===== src/hdl/rbe_pkg.sv =====
// Constants, types and carriers shared by the RAM self-test engine
package rbe_pkg;
   localparam int RBE_DW = 16;
   localparam int RBE_AW = 13;
   localparam int RBE_QN = 4;
   localparam int RBE_BIT_FWE = 15;
   localparam int RBE_BIT_FORCE = 14;
   localparam int RBE_BIT_SEL_HI = 13;
   localparam int RBE_BIT_SEL_LO = 11;
   localparam int RBE_BIT_GO = 10;
   localparam int RBE_BIT_PASS = 9;
   localparam int RBE_BIT_FAIL = 8;
   localparam logic [15:0] RBE_CTRL_RESET = 16'h0000;
   localparam logic [15:0] RBE_FAIL_ADDR_RESET = 16'h0000;
   localparam logic [7:0] RBE_UNUSED_READ = 8'h00;
   localparam logic [12:0] RBE_ADDR_FIRST = 13'h0000;
   localparam logic [12:0] RBE_ADDR_LAST = 13'h1fff;
   localparam logic [12:0] RBE_HIDDEN_TOP = 13'h001f;
   localparam logic [3:0] RBE_STEP_FIRST = 4'h0;
   localparam logic [3:0] RBE_MARCH_LAST_STEP = 4'ha;
   localparam logic [15:0] RBE_ZERO = 16'h0000;
   localparam logic [15:0] RBE_ONES = 16'hffff;
   localparam logic [15:0] RBE_PAT_UP [0:4] = '{16'h5555, 16'h3333, 16'h0f0f, 16'h00ff, 16'hffff};
   localparam logic [15:0] RBE_PAT_DN [0:4] = '{16'haaaa, 16'hcccc, 16'hf0f0, 16'hff00, 16'h0000};
   localparam logic [2:0] RBE_SEL_PATTERN = 3'h1;
   localparam logic [2:0] RBE_SEL_FILL0 = 3'h2;
   localparam logic [2:0] RBE_SEL_VER0 = 3'h3;
   localparam logic [2:0] RBE_SEL_FILL1 = 3'h4;
   localparam logic [2:0] RBE_SEL_VER1 = 3'h5;
   localparam logic [2:0] RBE_SEL_INCDEC = 3'h6;

   typedef enum logic [1:0] {RBE_K_CONST, RBE_K_ADDR, RBE_K_CPL} rbe_kind_type;

   typedef enum logic [3:0] {
      RBE_PH_FILL0, RBE_PH_MARCH_UP, RBE_PH_MARCH_DN, RBE_PH_AWR, RBE_PH_ARD,
      RBE_PH_CWR, RBE_PH_CRD, RBE_PH_FILL1, RBE_PH_VER0, RBE_PH_VER1, RBE_PH_DONE
   } rbe_phase_type;

   typedef enum logic [1:0] {RBE_ST_IDLE, RBE_ST_OP, RBE_ST_WAIT, RBE_ST_CHK} rbe_state_type;

   typedef struct packed {
      logic rd;
      rbe_kind_type kind;
      logic [15:0] data;
      logic last;
   } rbe_op_type;

   typedef struct packed {
      logic [12:0] addr;
      logic hidden;
      logic we;
      logic re;
      logic [63:0] wdata;
   } rbe_ram_req_type;
endpackage


===== src/hdl/rbe_engine.sv =====
// RAM self-test engine with its test control register
`timescale 1ns/1ps
module rbe_engine import rbe_pkg::*; (
   input wire logic sys_clk,
   input wire logic rstn,
   input wire logic test_pin,
   input wire logic reg_wr,
   input wire logic [15:0] reg_wdata,
   output logic [15:0] reg_rdata,
   output rbe_ram_req_type ram_req,
   input wire logic [63:0] ram_rdata,
   output logic [15:0] fail_addr,
   output logic full_ram_write_enable,
   output logic host_block
);
   logic tp_s1_q, tp_s1_d, tp_s2_q, tp_s2_d;
   logic fwe_q, fwe_d, force_q, force_d, go_q, go_d, pass_q, pass_d, fail_q, fail_d;
   logic [2:0] sel_q, sel_d, run_sel_q, run_sel_d;
   rbe_state_type st_q, st_d;
   rbe_phase_type ph_q, ph_d;
   logic [3:0] step_q, step_d;
   logic [12:0] addr_q, addr_d;
   logic [15:0] fail_addr_q, fail_addr_d;
   rbe_ram_req_type req_q, req_d;
   rbe_op_type op;
   logic [63:0] expect_data;
   logic mismatch;
   logic adv;

   function automatic rbe_phase_type first_phase(input logic [2:0] sel);
      unique case (sel)
         RBE_SEL_PATTERN, RBE_SEL_FILL0: first_phase = RBE_PH_FILL0;
         RBE_SEL_VER0: first_phase = RBE_PH_VER0;
         RBE_SEL_FILL1: first_phase = RBE_PH_FILL1;
         RBE_SEL_VER1: first_phase = RBE_PH_VER1;
         RBE_SEL_INCDEC: first_phase = RBE_PH_AWR;
         default: first_phase = RBE_PH_DONE;
      endcase
   endfunction

   function automatic rbe_phase_type next_phase(input rbe_phase_type ph, input logic [2:0] sel);
      unique case (ph)
         RBE_PH_FILL0: next_phase = (sel == RBE_SEL_PATTERN) ? RBE_PH_MARCH_UP : RBE_PH_DONE;
         RBE_PH_MARCH_UP: next_phase = RBE_PH_MARCH_DN;
         RBE_PH_MARCH_DN: next_phase = RBE_PH_AWR;
         RBE_PH_AWR: next_phase = RBE_PH_ARD;
         RBE_PH_ARD: next_phase = RBE_PH_CWR;
         RBE_PH_CWR: next_phase = RBE_PH_CRD;
         default: next_phase = RBE_PH_DONE;
      endcase
   endfunction

   function automatic rbe_op_type get_op(input rbe_phase_type ph, input logic [3:0] step);
      logic [2:0] idx;
      idx = 3'((step - 4'h1) >> 1);
      get_op = '{rd: 1'b0, kind: RBE_K_CONST, data: RBE_ZERO, last: 1'b1};
      unique case (ph)
         RBE_PH_FILL0: get_op.data = RBE_ZERO;
         RBE_PH_FILL1: get_op.data = RBE_ONES;
         RBE_PH_VER0: get_op.rd = 1'b1;
         RBE_PH_VER1: get_op = '{rd: 1'b1, kind: RBE_K_CONST, data: RBE_ONES, last: 1'b1};
         RBE_PH_AWR: get_op.kind = RBE_K_ADDR;
         RBE_PH_ARD: get_op = '{rd: 1'b1, kind: RBE_K_ADDR, data: RBE_ZERO, last: 1'b1};
         RBE_PH_CWR: get_op.kind = RBE_K_CPL;
         RBE_PH_CRD: get_op = '{rd: 1'b1, kind: RBE_K_CPL, data: RBE_ZERO, last: 1'b1};
         RBE_PH_MARCH_UP: begin
            get_op.rd = (step == RBE_STEP_FIRST) || !step[0];
            get_op.data = (step == RBE_STEP_FIRST) ? RBE_ZERO : RBE_PAT_UP[idx];
            get_op.last = (step == RBE_MARCH_LAST_STEP);
         end
         RBE_PH_MARCH_DN: begin
            get_op.rd = (step == RBE_STEP_FIRST) || !step[0];
            get_op.data = (step == RBE_STEP_FIRST) ? RBE_ONES : RBE_PAT_DN[idx];
            get_op.last = (step == RBE_MARCH_LAST_STEP);
         end
         default: get_op.rd = 1'b0;
      endcase
   endfunction

   assign op = get_op(ph_q, step_q);

   rbe_lane u_lane (
      .kind(op.kind),
      .data(op.data),
      .addr(addr_q),
      .rdata(ram_rdata),
      .expect_data(expect_data),
      .mismatch(mismatch)
   );

   always_comb begin
      tp_s1_d = test_pin;
      tp_s2_d = tp_s1_q;
      fwe_d = fwe_q;
      force_d = force_q;
      sel_d = sel_q;
      go_d = go_q;
      pass_d = pass_q;
      fail_d = fail_q;
      run_sel_d = run_sel_q;
      st_d = st_q;
      ph_d = ph_q;
      step_d = step_q;
      addr_d = addr_q;
      fail_addr_d = fail_addr_q;
      req_d = '0;
      adv = 1'b0;
      if (reg_wr) begin
         fwe_d = reg_wdata[RBE_BIT_FWE];
         force_d = reg_wdata[RBE_BIT_FORCE];
         sel_d = reg_wdata[RBE_BIT_SEL_HI:RBE_BIT_SEL_LO];
         // gated by synchronised test pin and prior enable
         if (reg_wdata[RBE_BIT_GO] && tp_s2_q && fwe_q && (st_q == RBE_ST_IDLE)) begin
            go_d = 1'b1;
            pass_d = 1'b0;
            fail_d = 1'b0;
            run_sel_d = reg_wdata[RBE_BIT_SEL_HI:RBE_BIT_SEL_LO];
            ph_d = first_phase(reg_wdata[RBE_BIT_SEL_HI:RBE_BIT_SEL_LO]);
            addr_d = RBE_ADDR_FIRST;
            step_d = RBE_STEP_FIRST;
            st_d = RBE_ST_OP;
         end
      end
      unique case (st_q)
         RBE_ST_IDLE: adv = 1'b0;
         RBE_ST_OP: begin
            if (ph_q == RBE_PH_DONE) begin
               go_d = 1'b0;
               // forced failure overrides a clean run
               pass_d = !force_q;
               fail_d = force_q;
               st_d = RBE_ST_IDLE;
            end else begin
               req_d.addr = addr_q;
               // low words go to hidden RAM behind the registers
               req_d.hidden = (addr_q <= RBE_HIDDEN_TOP);
               req_d.we = !op.rd;
               req_d.re = op.rd;
               req_d.wdata = expect_data;
               if (op.rd) begin
                  st_d = RBE_ST_WAIT;
               end else begin
                  adv = 1'b1;
               end
            end
         end
         // Read data lags the registered request by one cycle
         RBE_ST_WAIT: st_d = RBE_ST_CHK;
         RBE_ST_CHK: begin
            if (mismatch || force_q) begin
               fail_d = 1'b1;
               go_d = 1'b0;
               fail_addr_d = {3'h0, addr_q};
               st_d = RBE_ST_IDLE;
            end else begin
               adv = 1'b1;
            end
         end
      endcase
      if (adv) begin
         st_d = RBE_ST_OP;
         if (op.last) begin
            step_d = RBE_STEP_FIRST;
            if (addr_q == RBE_ADDR_LAST) begin
               addr_d = RBE_ADDR_FIRST;
               ph_d = next_phase(ph_q, run_sel_q);
            end else begin
               addr_d = addr_q + 13'h0001;
            end
         end else begin
            step_d = step_q + 4'h1;
         end
      end
   end

   always_ff @(posedge sys_clk) begin
      if (!rstn) begin
         tp_s1_q <= 1'b0;
         tp_s2_q <= 1'b0;
         fwe_q <= RBE_CTRL_RESET[RBE_BIT_FWE];
         force_q <= RBE_CTRL_RESET[RBE_BIT_FORCE];
         sel_q <= RBE_CTRL_RESET[RBE_BIT_SEL_HI:RBE_BIT_SEL_LO];
         go_q <= RBE_CTRL_RESET[RBE_BIT_GO];
         pass_q <= RBE_CTRL_RESET[RBE_BIT_PASS];
         fail_q <= RBE_CTRL_RESET[RBE_BIT_FAIL];
         run_sel_q <= RBE_CTRL_RESET[RBE_BIT_SEL_HI:RBE_BIT_SEL_LO];
         st_q <= RBE_ST_IDLE;
         ph_q <= RBE_PH_DONE;
         step_q <= RBE_STEP_FIRST;
         addr_q <= RBE_ADDR_FIRST;
         fail_addr_q <= RBE_FAIL_ADDR_RESET;
         req_q <= '0;
      end else begin
         tp_s1_q <= tp_s1_d;
         tp_s2_q <= tp_s2_d;
         fwe_q <= fwe_d;
         force_q <= force_d;
         sel_q <= sel_d;
         go_q <= go_d;
         pass_q <= pass_d;
         fail_q <= fail_d;
         run_sel_q <= run_sel_d;
         st_q <= st_d;
         ph_q <= ph_d;
         step_q <= step_d;
         addr_q <= addr_d;
         fail_addr_q <= fail_addr_d;
         req_q <= req_d;
      end
   end

   assign reg_rdata = {fwe_q, force_q, sel_q, go_q, pass_q, fail_q, RBE_UNUSED_READ};
   assign ram_req = req_q;
   assign fail_addr = fail_addr_q;
   assign full_ram_write_enable = fwe_q;
   // host RAM path held off during a run
   assign host_block = (st_q != RBE_ST_IDLE);
endmodule


===== src/hdl/rbe_lane.sv =====
// Expected data for the four RAM quadrants and read-back comparison
`timescale 1ns/1ps
module rbe_lane import rbe_pkg::*; (
   input wire rbe_kind_type kind,
   input wire logic [15:0] data,
   input wire logic [12:0] addr,
   input wire logic [63:0] rdata,
   output logic [63:0] expect_data,
   output logic mismatch
);
   genvar q;
   generate
      for (q = 0; q < RBE_QN; q++) begin : g_quad
         logic [15:0] full_addr;
         assign full_addr = {1'b0, 2'(q), addr};
         assign expect_data[q*16 +: 16] = (kind == RBE_K_CONST) ? data :
                                          (kind == RBE_K_ADDR) ? full_addr : ~full_addr;
      end
   endgenerate

   // Quadrants are checked together, so a mismatch names only the low-quadrant address
   assign mismatch = |(rdata ^ expect_data);
endmodule


===== config.mk =====
export PLATFORM = sky130hd
export DESIGN_NAME = rbe_engine
export DESIGN_NICKNAME = d
export VERILOG_FILES = /design/src/hdl/rbe_pkg.sv /design/src/hdl/rbe_engine.sv /design/src/hdl/rbe_lane.sv
export SDC_FILE = /design/constraint.sdc
export NUM_CORES = 1
export LEC_CHECK = 0
export BUFFER_PORTS_ARGS = -buffer_cell sky130_fd_sc_hd__buf_4
export CORE_MARGIN = 3
export CORE_UTILIZATION = 25
export CTS_CLUSTER_DIAMETER = 80
export DETAILED_ROUTE_END_ITERATION = 8
export MAX_ROUTING_LAYER = met4
export PLACE_DENSITY = 0.54
export SLEW_MARGIN = 20
export SYNTH_ARGS = -nofsm -noshare
export SYNTH_HDL_FRONTEND = slang
export SYNTH_SLANG_ARGS = --single-unit
export TNS_END_PERCENT = 100

===== constraint.sdc =====
create_clock -name sys_clk -period 5.15 [get_ports sys_clk]
set_clock_uncertainty 0.1 [all_clocks]
set_input_delay 0.2575 -clock sys_clk [delete_from_list [all_inputs] [get_ports sys_clk]]
set_output_delay 0.2575 -clock sys_clk [all_outputs]
set_load 0.03 [all_outputs]

======== Yosys cells after proc, flatten, opt, wreduce, memory -nomap -nowiden ========
Memories as Yosys holds them, arrays and structs flattened.
Cells that the tools add are included.
storage, ports and cells
  bits in registers ....................... 129
  bits in read-only memories .............. 256
  output and inout bits ................... 114
  logic and storage cells ................. 145
  memories ................................ 2
memories
  memory            depth  bits a word  rd ports  clocked after memory_dff  wr ports  RTL line          RTL
  (name not given)  8      16           1         0                         0         rbe_engine.sv:73  get_op.data = (step == RBE_STEP_FIRST) ? RBE_ONES : RBE_PAT_DN[idx];
  (name not given)  8      16           1         0                         0         rbe_engine.sv:68  get_op.data = (step == RBE_STEP_FIRST) ? RBE_ZERO : RBE_PAT_UP[idx];
operators by class
  add/subtract/negate cells ............... 3
  magnitude comparators ................... 2
  equality and inequality tests ........... 23
  multiplexer cells ....................... 60
  bitwise logic cells ..................... 8
  reduce and logical (&&, ||, !) cells .... 27
operators by type and width
  operator               count
  $mux 16                14
  $mux 13                5
  $reduce_or 64->1       1
  $xor 64x64->64         1
  $pmux 16 s3            1
  $mux 4                 10
  $not 15->16            2
  $pmux 4 s6             1
  $pmux 4 s5             1
  $mux 1                 17
  $eq 4x3->1 const B     4
  $eq 4x4->1 const B     4
  $not 13->16            1
  $not 14->16            1
  $add 13x1->13 const B  1
  $eq 13x13->1 const B   1
  $le 13x5->1 const B    1
  $reduce_or 2->1        6
  $mux 2                 5
  $eq 3x3->1 const B     3
  $eq 4x2->1 const B     2
  $logic_not 4->1        2
  $pmux 1 s2             4
  $eq 3x1->1 const B     2
  other kinds (19)       33

======== Longest topological paths before layout ========
  depth after elaboration ................. 15
  mapped depth ............................ 18

======== Modules after synthesis ========
From an unflattened synthesis, not the netlist that was laid out.
second synthesis, totals
  cell total of the unflattened synthesis .. 837
  area, all modules ....................... 7130.6 um^2
by module, submodules not included
  module      times used  cells each  area each (um^2)  seq. area each (um^2)
  rbe_engine  1           565         5306.3            2582.5
  rbe_lane    1           272         1824.2            0.0

======== Worst setup path before layout ========
OpenSTA, ideal clock, no wires.
  kind .................................... register to register
  start ................................... register step_q[1]
  end ..................................... register addr_q[1]
  library setup time ...................... 115 ps
  arrival time ............................ 3898 ps
  required time ........................... 4935 ps
  path slack .............................. 1038 ps
  cell stages (with the launch flop) ...... 17
  path buffers ............................ 1
  clock period less this slack ............ 4112 ps
  path through ............................ dfxtp_1 > buf_2 > inv_1 > ha_1 > xor2_1 > ha_1 > or4bb_1 > a211oi_1 > nor4_1 > nor4b_1 > o22ai_1 > nor4_1 > nand4_1 > and4bb_4 > nor2_4 > and3_1 > o21a_1
on the way
  word-level cells in the longest chain between the ends .. 14
  elaborated cells between the ends (all ways) .. 29
RTL lines
  item                                            RTL line                            RTL
  start, declared                                 rbe_engine.sv:21                    logic [3:0] step_q, step_d;
  start signal, assigned                          rbe_engine.sv:205                   step_q <= step_d;
  $sub 4x1->4                                     rbe_engine.sv:55                    idx = 3'((step - 4'h1) >> 1);
  $not 3->4 (not written as such)                 rbe_engine.sv:68, rbe_engine.sv:73
  $mem_v2 8x16, on equally long branches          n/a
  $mux 16, on equally long branches (3 in a row)  rbe_engine.sv:73, rbe_engine.sv:68
  $pmux 16 s3                                     rbe_engine.sv:57                    unique case (ph)
  $mux 16                                         rbe_lane.sv:16                      assign expect_data[q*16 +: 16] = (kind == RBE_K_CONST) ? data :
  $xor 64x64->64                                  rbe_lane.sv:22                      assign mismatch = |(rdata ^ expect_data);
  $reduce_or 64->1                                rbe_lane.sv:22
  $logic_or 1x1->1                                rbe_engine.sv:150                   if (mismatch || force_q) begin
  $mux 1                                          rbe_engine.sv:150
  $pmux 1 s2                                      rbe_engine.sv:124                   unique case (st_q)
  $mux 13 *                                       rbe_engine.sv:160                   if (adv) begin
  end signal, assigned                            rbe_engine.sv:206                   addr_q <= addr_d;
  end, declared                                   rbe_engine.sv:22                    logic [12:0] addr_q, addr_d;
Mark *: on every way between the ends. The rest lies on a longest branch, timed or not. The select of a mux whose other input is x is not followed.
A chain may end at the register's enable or synchronous reset.

======== Worst setup path after layout ========
  start ................................... register step_q[0]
  end ..................................... register addr_q[3]
The elaborated chain is that of the path after synthesis.

==> flow_summary.json <==
{
  "final_critical_path_setup_slack_ns": 0.637,
  "drt-initial-drc-count": 603,
  "min_period_ns": 4.51,
  "tritoncts": "built",
  "drt.antenna.violating_nets": 0,
  "slew_of_the_pin_with_the_lowest_slew_margin_ns": 0.925,
  "synth_largest_area_cell": "sky130_fd_sc_hd__dfxtp_1",
  "place_hpwl_mm": 19.2,
  "die_h_um": 167,
  "routed_wire_length_per_instance_um": 19.5,
  "criticalPathCategory": "reg2reg",
  "die_area_sq_um": 27800,
  "worst-endpoint-required_ns": 5.32,
  "clk_pin_slew_ns": 0.06,
  "max_freq_ghz": 0.222,
  "netlist_area_sq_um": 6470,
  "finalNetCount": 1032,
  "setup_repair_after_global_routing_missed_its_margin": "false",
  "detailed_route_wire_length_mm": 24.7,
  "yosys_register_bits": 83,
  "area_delta_synth_final_pct": 25.8,
  "grt_first_pass_wirelength_mm": 37.5,
  "drc": 0,
  "setup_viol": 0,
  "drive_above_1_share": 0.299,
  "post_cts_resized": 0,
  "post_cts_buffers": 0,
  "maximum_count_of_clock_buffers_along_a_single_path": 2,
  "p_per_area_nw_per_um2": 178,
  "yosys.area.top_type_share": 0.257,
  "antenna_violations_before_repair": 0,
  "yosysSeqAreaShare": 0.257,
  "crit_fanout": 10,
  "stdcell_area_sq_um": 8140,
  "postPlaceCellArea_sq_um": 7850,
  "synthFlopType": "sky130_fd_sc_hd__dfxtp_1",
  "clock_latency_on_the_worst_skew_pair_ns": 0.35,
  "detail_route.vias_per_cell": 5.20,
  "first_global_vias": 6113,
  "hold_path_class": "in2reg",
  "grt_overall_usage": 0.175,
  "report.final.hold_viol_count": 0,
  "final.period_utilization": 0.876,
  "dieWidth_um": 167,
  "netlist-cell-type-count": 93,
  "post_synth_most_frequent_cells": "sky130_fd_sc_hd__dfxtp_1 (83), sky130_fd_sc_hd__buf_4 (65), sky130_fd_sc_hd__nand2_1 (65), sky130_fd_sc_hd__nor2_1 (49), sky130_fd_sc_hd__a21oi_1 (42)",
  "most_area_consuming_cells_after_synthesis": "sky130_fd_sc_hd__dfxtp_1 (26%), sky130_fd_sc_hd__buf_4 (7.5%), sky130_fd_sc_hd__mux2i_1 (5.1%), sky130_fd_sc_hd__nand2_1 (3.8%), sky130_fd_sc_hd__a21oi_1 (3.2%)",
  "post_synth_edffs": 0,
  "cts_htree_levels": 3,
  "number_of_cts_inserted_buffers": 9,
  "crit_path_start_kind": "flip-flop",
  "r2r_start": "step_q[0]",
  "async_reset_ff_frac": 0,
  "timing.critical_path.arrival_ns": 4.69,
  "numPortBuffers": 176,
  "initial_utilization": 0.255,
  "design.portCount": 198,
  "slew_violations": 0,
  "gp_congestion": 0.931,
  "synth_cells": 811,
  "cts_hold_repair.buffers": 0,
  "grt_start_max_net_pins": 76,
  "timing.slew.headroom": 0.381,
  "setup_slack_after_placement_ns": 0.716,
  "clock-sinks": 83,
  "ctsRootBufferMaster": "sky130_fd_sc_hd__clkbuf_16",
  "num_antenna_cells": 0,
  "length_of_the_first_detailed_routing_pass_in_iterations": 5,
  "yosys_warning_count": 0,
  "setup.worst_path.end_class": "flip-flop",
  "power.static_leakage_nw": 3.53,
  "syn_avg_cell_area_sq_um": 7.98,
  "peakVddDrop_uv": 128,
  "critical_path.startpoint": "step_q[0]",
  "fin_setup_tns_ns": 0,
  "num_vias": 6600,
  "grt.overflow.total": 0,
  "fp.coreArea_sq_um": 25300,
  "synth.most_common_cell": "sky130_fd_sc_hd__dfxtp_1",
  "outcome": "complete, no violations",
  "num_rows": 58,
  "launch_instance_of_the_worst_min_delay_path": "test_pin",
  "max_cap_viol_count": 0
}
## layout make-up
cell class	instances	area, sq um
inverter	16	60.1
fill	2719	17200
multi-input combinational	603	4030
tap	330	413
sequential	83	1660
clock inverter	6	66.3
timing repair buffer	222	1680
clock buffer	10	229
## placed cells by master (no fill, tap or decap), types with 6 or more instances in the layout
cell	netlist	layout
sky130_fd_sc_hd__a211oi_1	7	7
sky130_fd_sc_hd__a21o_1	10	10
sky130_fd_sc_hd__a21oi_1	42	42
sky130_fd_sc_hd__a311oi_1	6	6
sky130_fd_sc_hd__a31o_2	9	9
sky130_fd_sc_hd__a31oi_1	12	12
sky130_fd_sc_hd__and2_1	13	13
sky130_fd_sc_hd__and3_1	26	26
sky130_fd_sc_hd__buf_4	65	221
sky130_fd_sc_hd__clkbuf_16	0	9
sky130_fd_sc_hd__conb_1	1	11
sky130_fd_sc_hd__dfxtp_1	83	83
sky130_fd_sc_hd__ha_1	13	13
sky130_fd_sc_hd__inv_1	15	15
sky130_fd_sc_hd__mux2i_1	33	33
sky130_fd_sc_hd__nand2_1	65	65
sky130_fd_sc_hd__nand2b_1	18	18
sky130_fd_sc_hd__nand3_1	19	19
sky130_fd_sc_hd__nand4_1	14	14
sky130_fd_sc_hd__nor2_1	49	49
sky130_fd_sc_hd__nor2b_1	25	25
sky130_fd_sc_hd__nor3_1	25	25
sky130_fd_sc_hd__nor3b_1	7	7
sky130_fd_sc_hd__nor4_1	10	10
sky130_fd_sc_hd__o21a_1	7	7
sky130_fd_sc_hd__o21ai_0	25	25
sky130_fd_sc_hd__o22ai_1	9	9
sky130_fd_sc_hd__o31ai_1	8	8
sky130_fd_sc_hd__or2_2	6	6
sky130_fd_sc_hd__or3_1	7	7
## worst max-delay path, cell delays in order, from the launching register on
cell and delay (ns):
sky130_fd_sc_hd__dfxtp_1 0.31, sky130_fd_sc_hd__inv_1 0.08, sky130_fd_sc_hd__buf_4 0.13, sky130_fd_sc_hd__ha_1 0.25, sky130_fd_sc_hd__nor3b_1 0.78, sky130_fd_sc_hd__a31oi_1 0.25, sky130_fd_sc_hd__o211a_1 0.29, sky130_fd_sc_hd__a211oi_1 0.30
sky130_fd_sc_hd__a2bb2oi_1 0.46, sky130_fd_sc_hd__a2111oi_1 0.10, sky130_fd_sc_hd__nand4_1 0.14, sky130_fd_sc_hd__buf_4 0.15, sky130_fd_sc_hd__and4bb_4 0.26, sky130_fd_sc_hd__nor3_2 0.60, sky130_fd_sc_hd__nand3_1 0.14, sky130_fd_sc_hd__o21ai_0 0.10
## report_power, final
| group | total, mW | leakage (nW) | switching [mW] | internal [mW] |
|---|---|---|---|---|
| combinational | 0.137 | 2.73 | 0.0754 | 0.0619 |
| sequential | 0.648 | 0.670 | 0.00343 | 0.645 |
| clock | 0.662 | 0.135 | 0.286 | 0.376 |
## layer usage
layer,wire length [um],up-vias,track usage
met2,11000,297,0.266
met3,1800,31,0.0370
met1,11400,3106,0.236
met4,479,0,0.0456
li1,-,3166,-
met5,0,-,-
## flip-flops by register name, indices dropped and copies added (netlist names)
name                   flops
ram_req                   34
addr_q                    13
fail_addr                 13
ph_q                       4
step_q                     4
run_sel_q                  3
sel_q                      3
st_q                       2
fail_q                     1
force_q                    1
full_ram_write_enable      1
go_q                       1
pass_q                     1
tp_s1_q                    1
tp_s2_q                    1
## per-stage QoR
stage / util / total power, mW / hold slack [ns] / std cells
6_report: 0.321 / 1.45 / 0.0126 / 1270
5_1_grt: 0.321 / 1.50 / 0.0215 / 1270
4_1_cts: 0.321 / 1.46 / 0.00384 / 1270
3_5_place_dp: 0.310 / 0.800 / 0.322 / 1254
3_3_place_gp: 0.310 / 0.799 / 0.316 / 1254
2_1_floorplan: - / 0.728 / 0.285 / 821
## cells by family (layout without fill, tap and decap cells)
logic type	count (synthesis)	after routing	synth area share
AND/OR/NAND/NOR	326	326	0.289
multiplexers	34	34	0.0528
adder cells (fa/ha/maj)	13	13	0.0251
XOR/XNOR	9	9	0.0122
buffers and inverters	135	254	0.126
other	1	11	0.000580
flip-flops	83	83	0.257
AO/OA/AOI/OAI	210	210	0.238
## path summary, 6_finish.rpt
path          endpoint  slack [ns]  cells after the start
min            tp_s1_q        0.01                      2
min reg2reg    tp_s2_q        0.33                      1
max          addr_q[3]        0.64                     15
max reg2reg  addr_q[3]        0.64                     15
No activity file was read; power rests on OpenSTA's default activity.
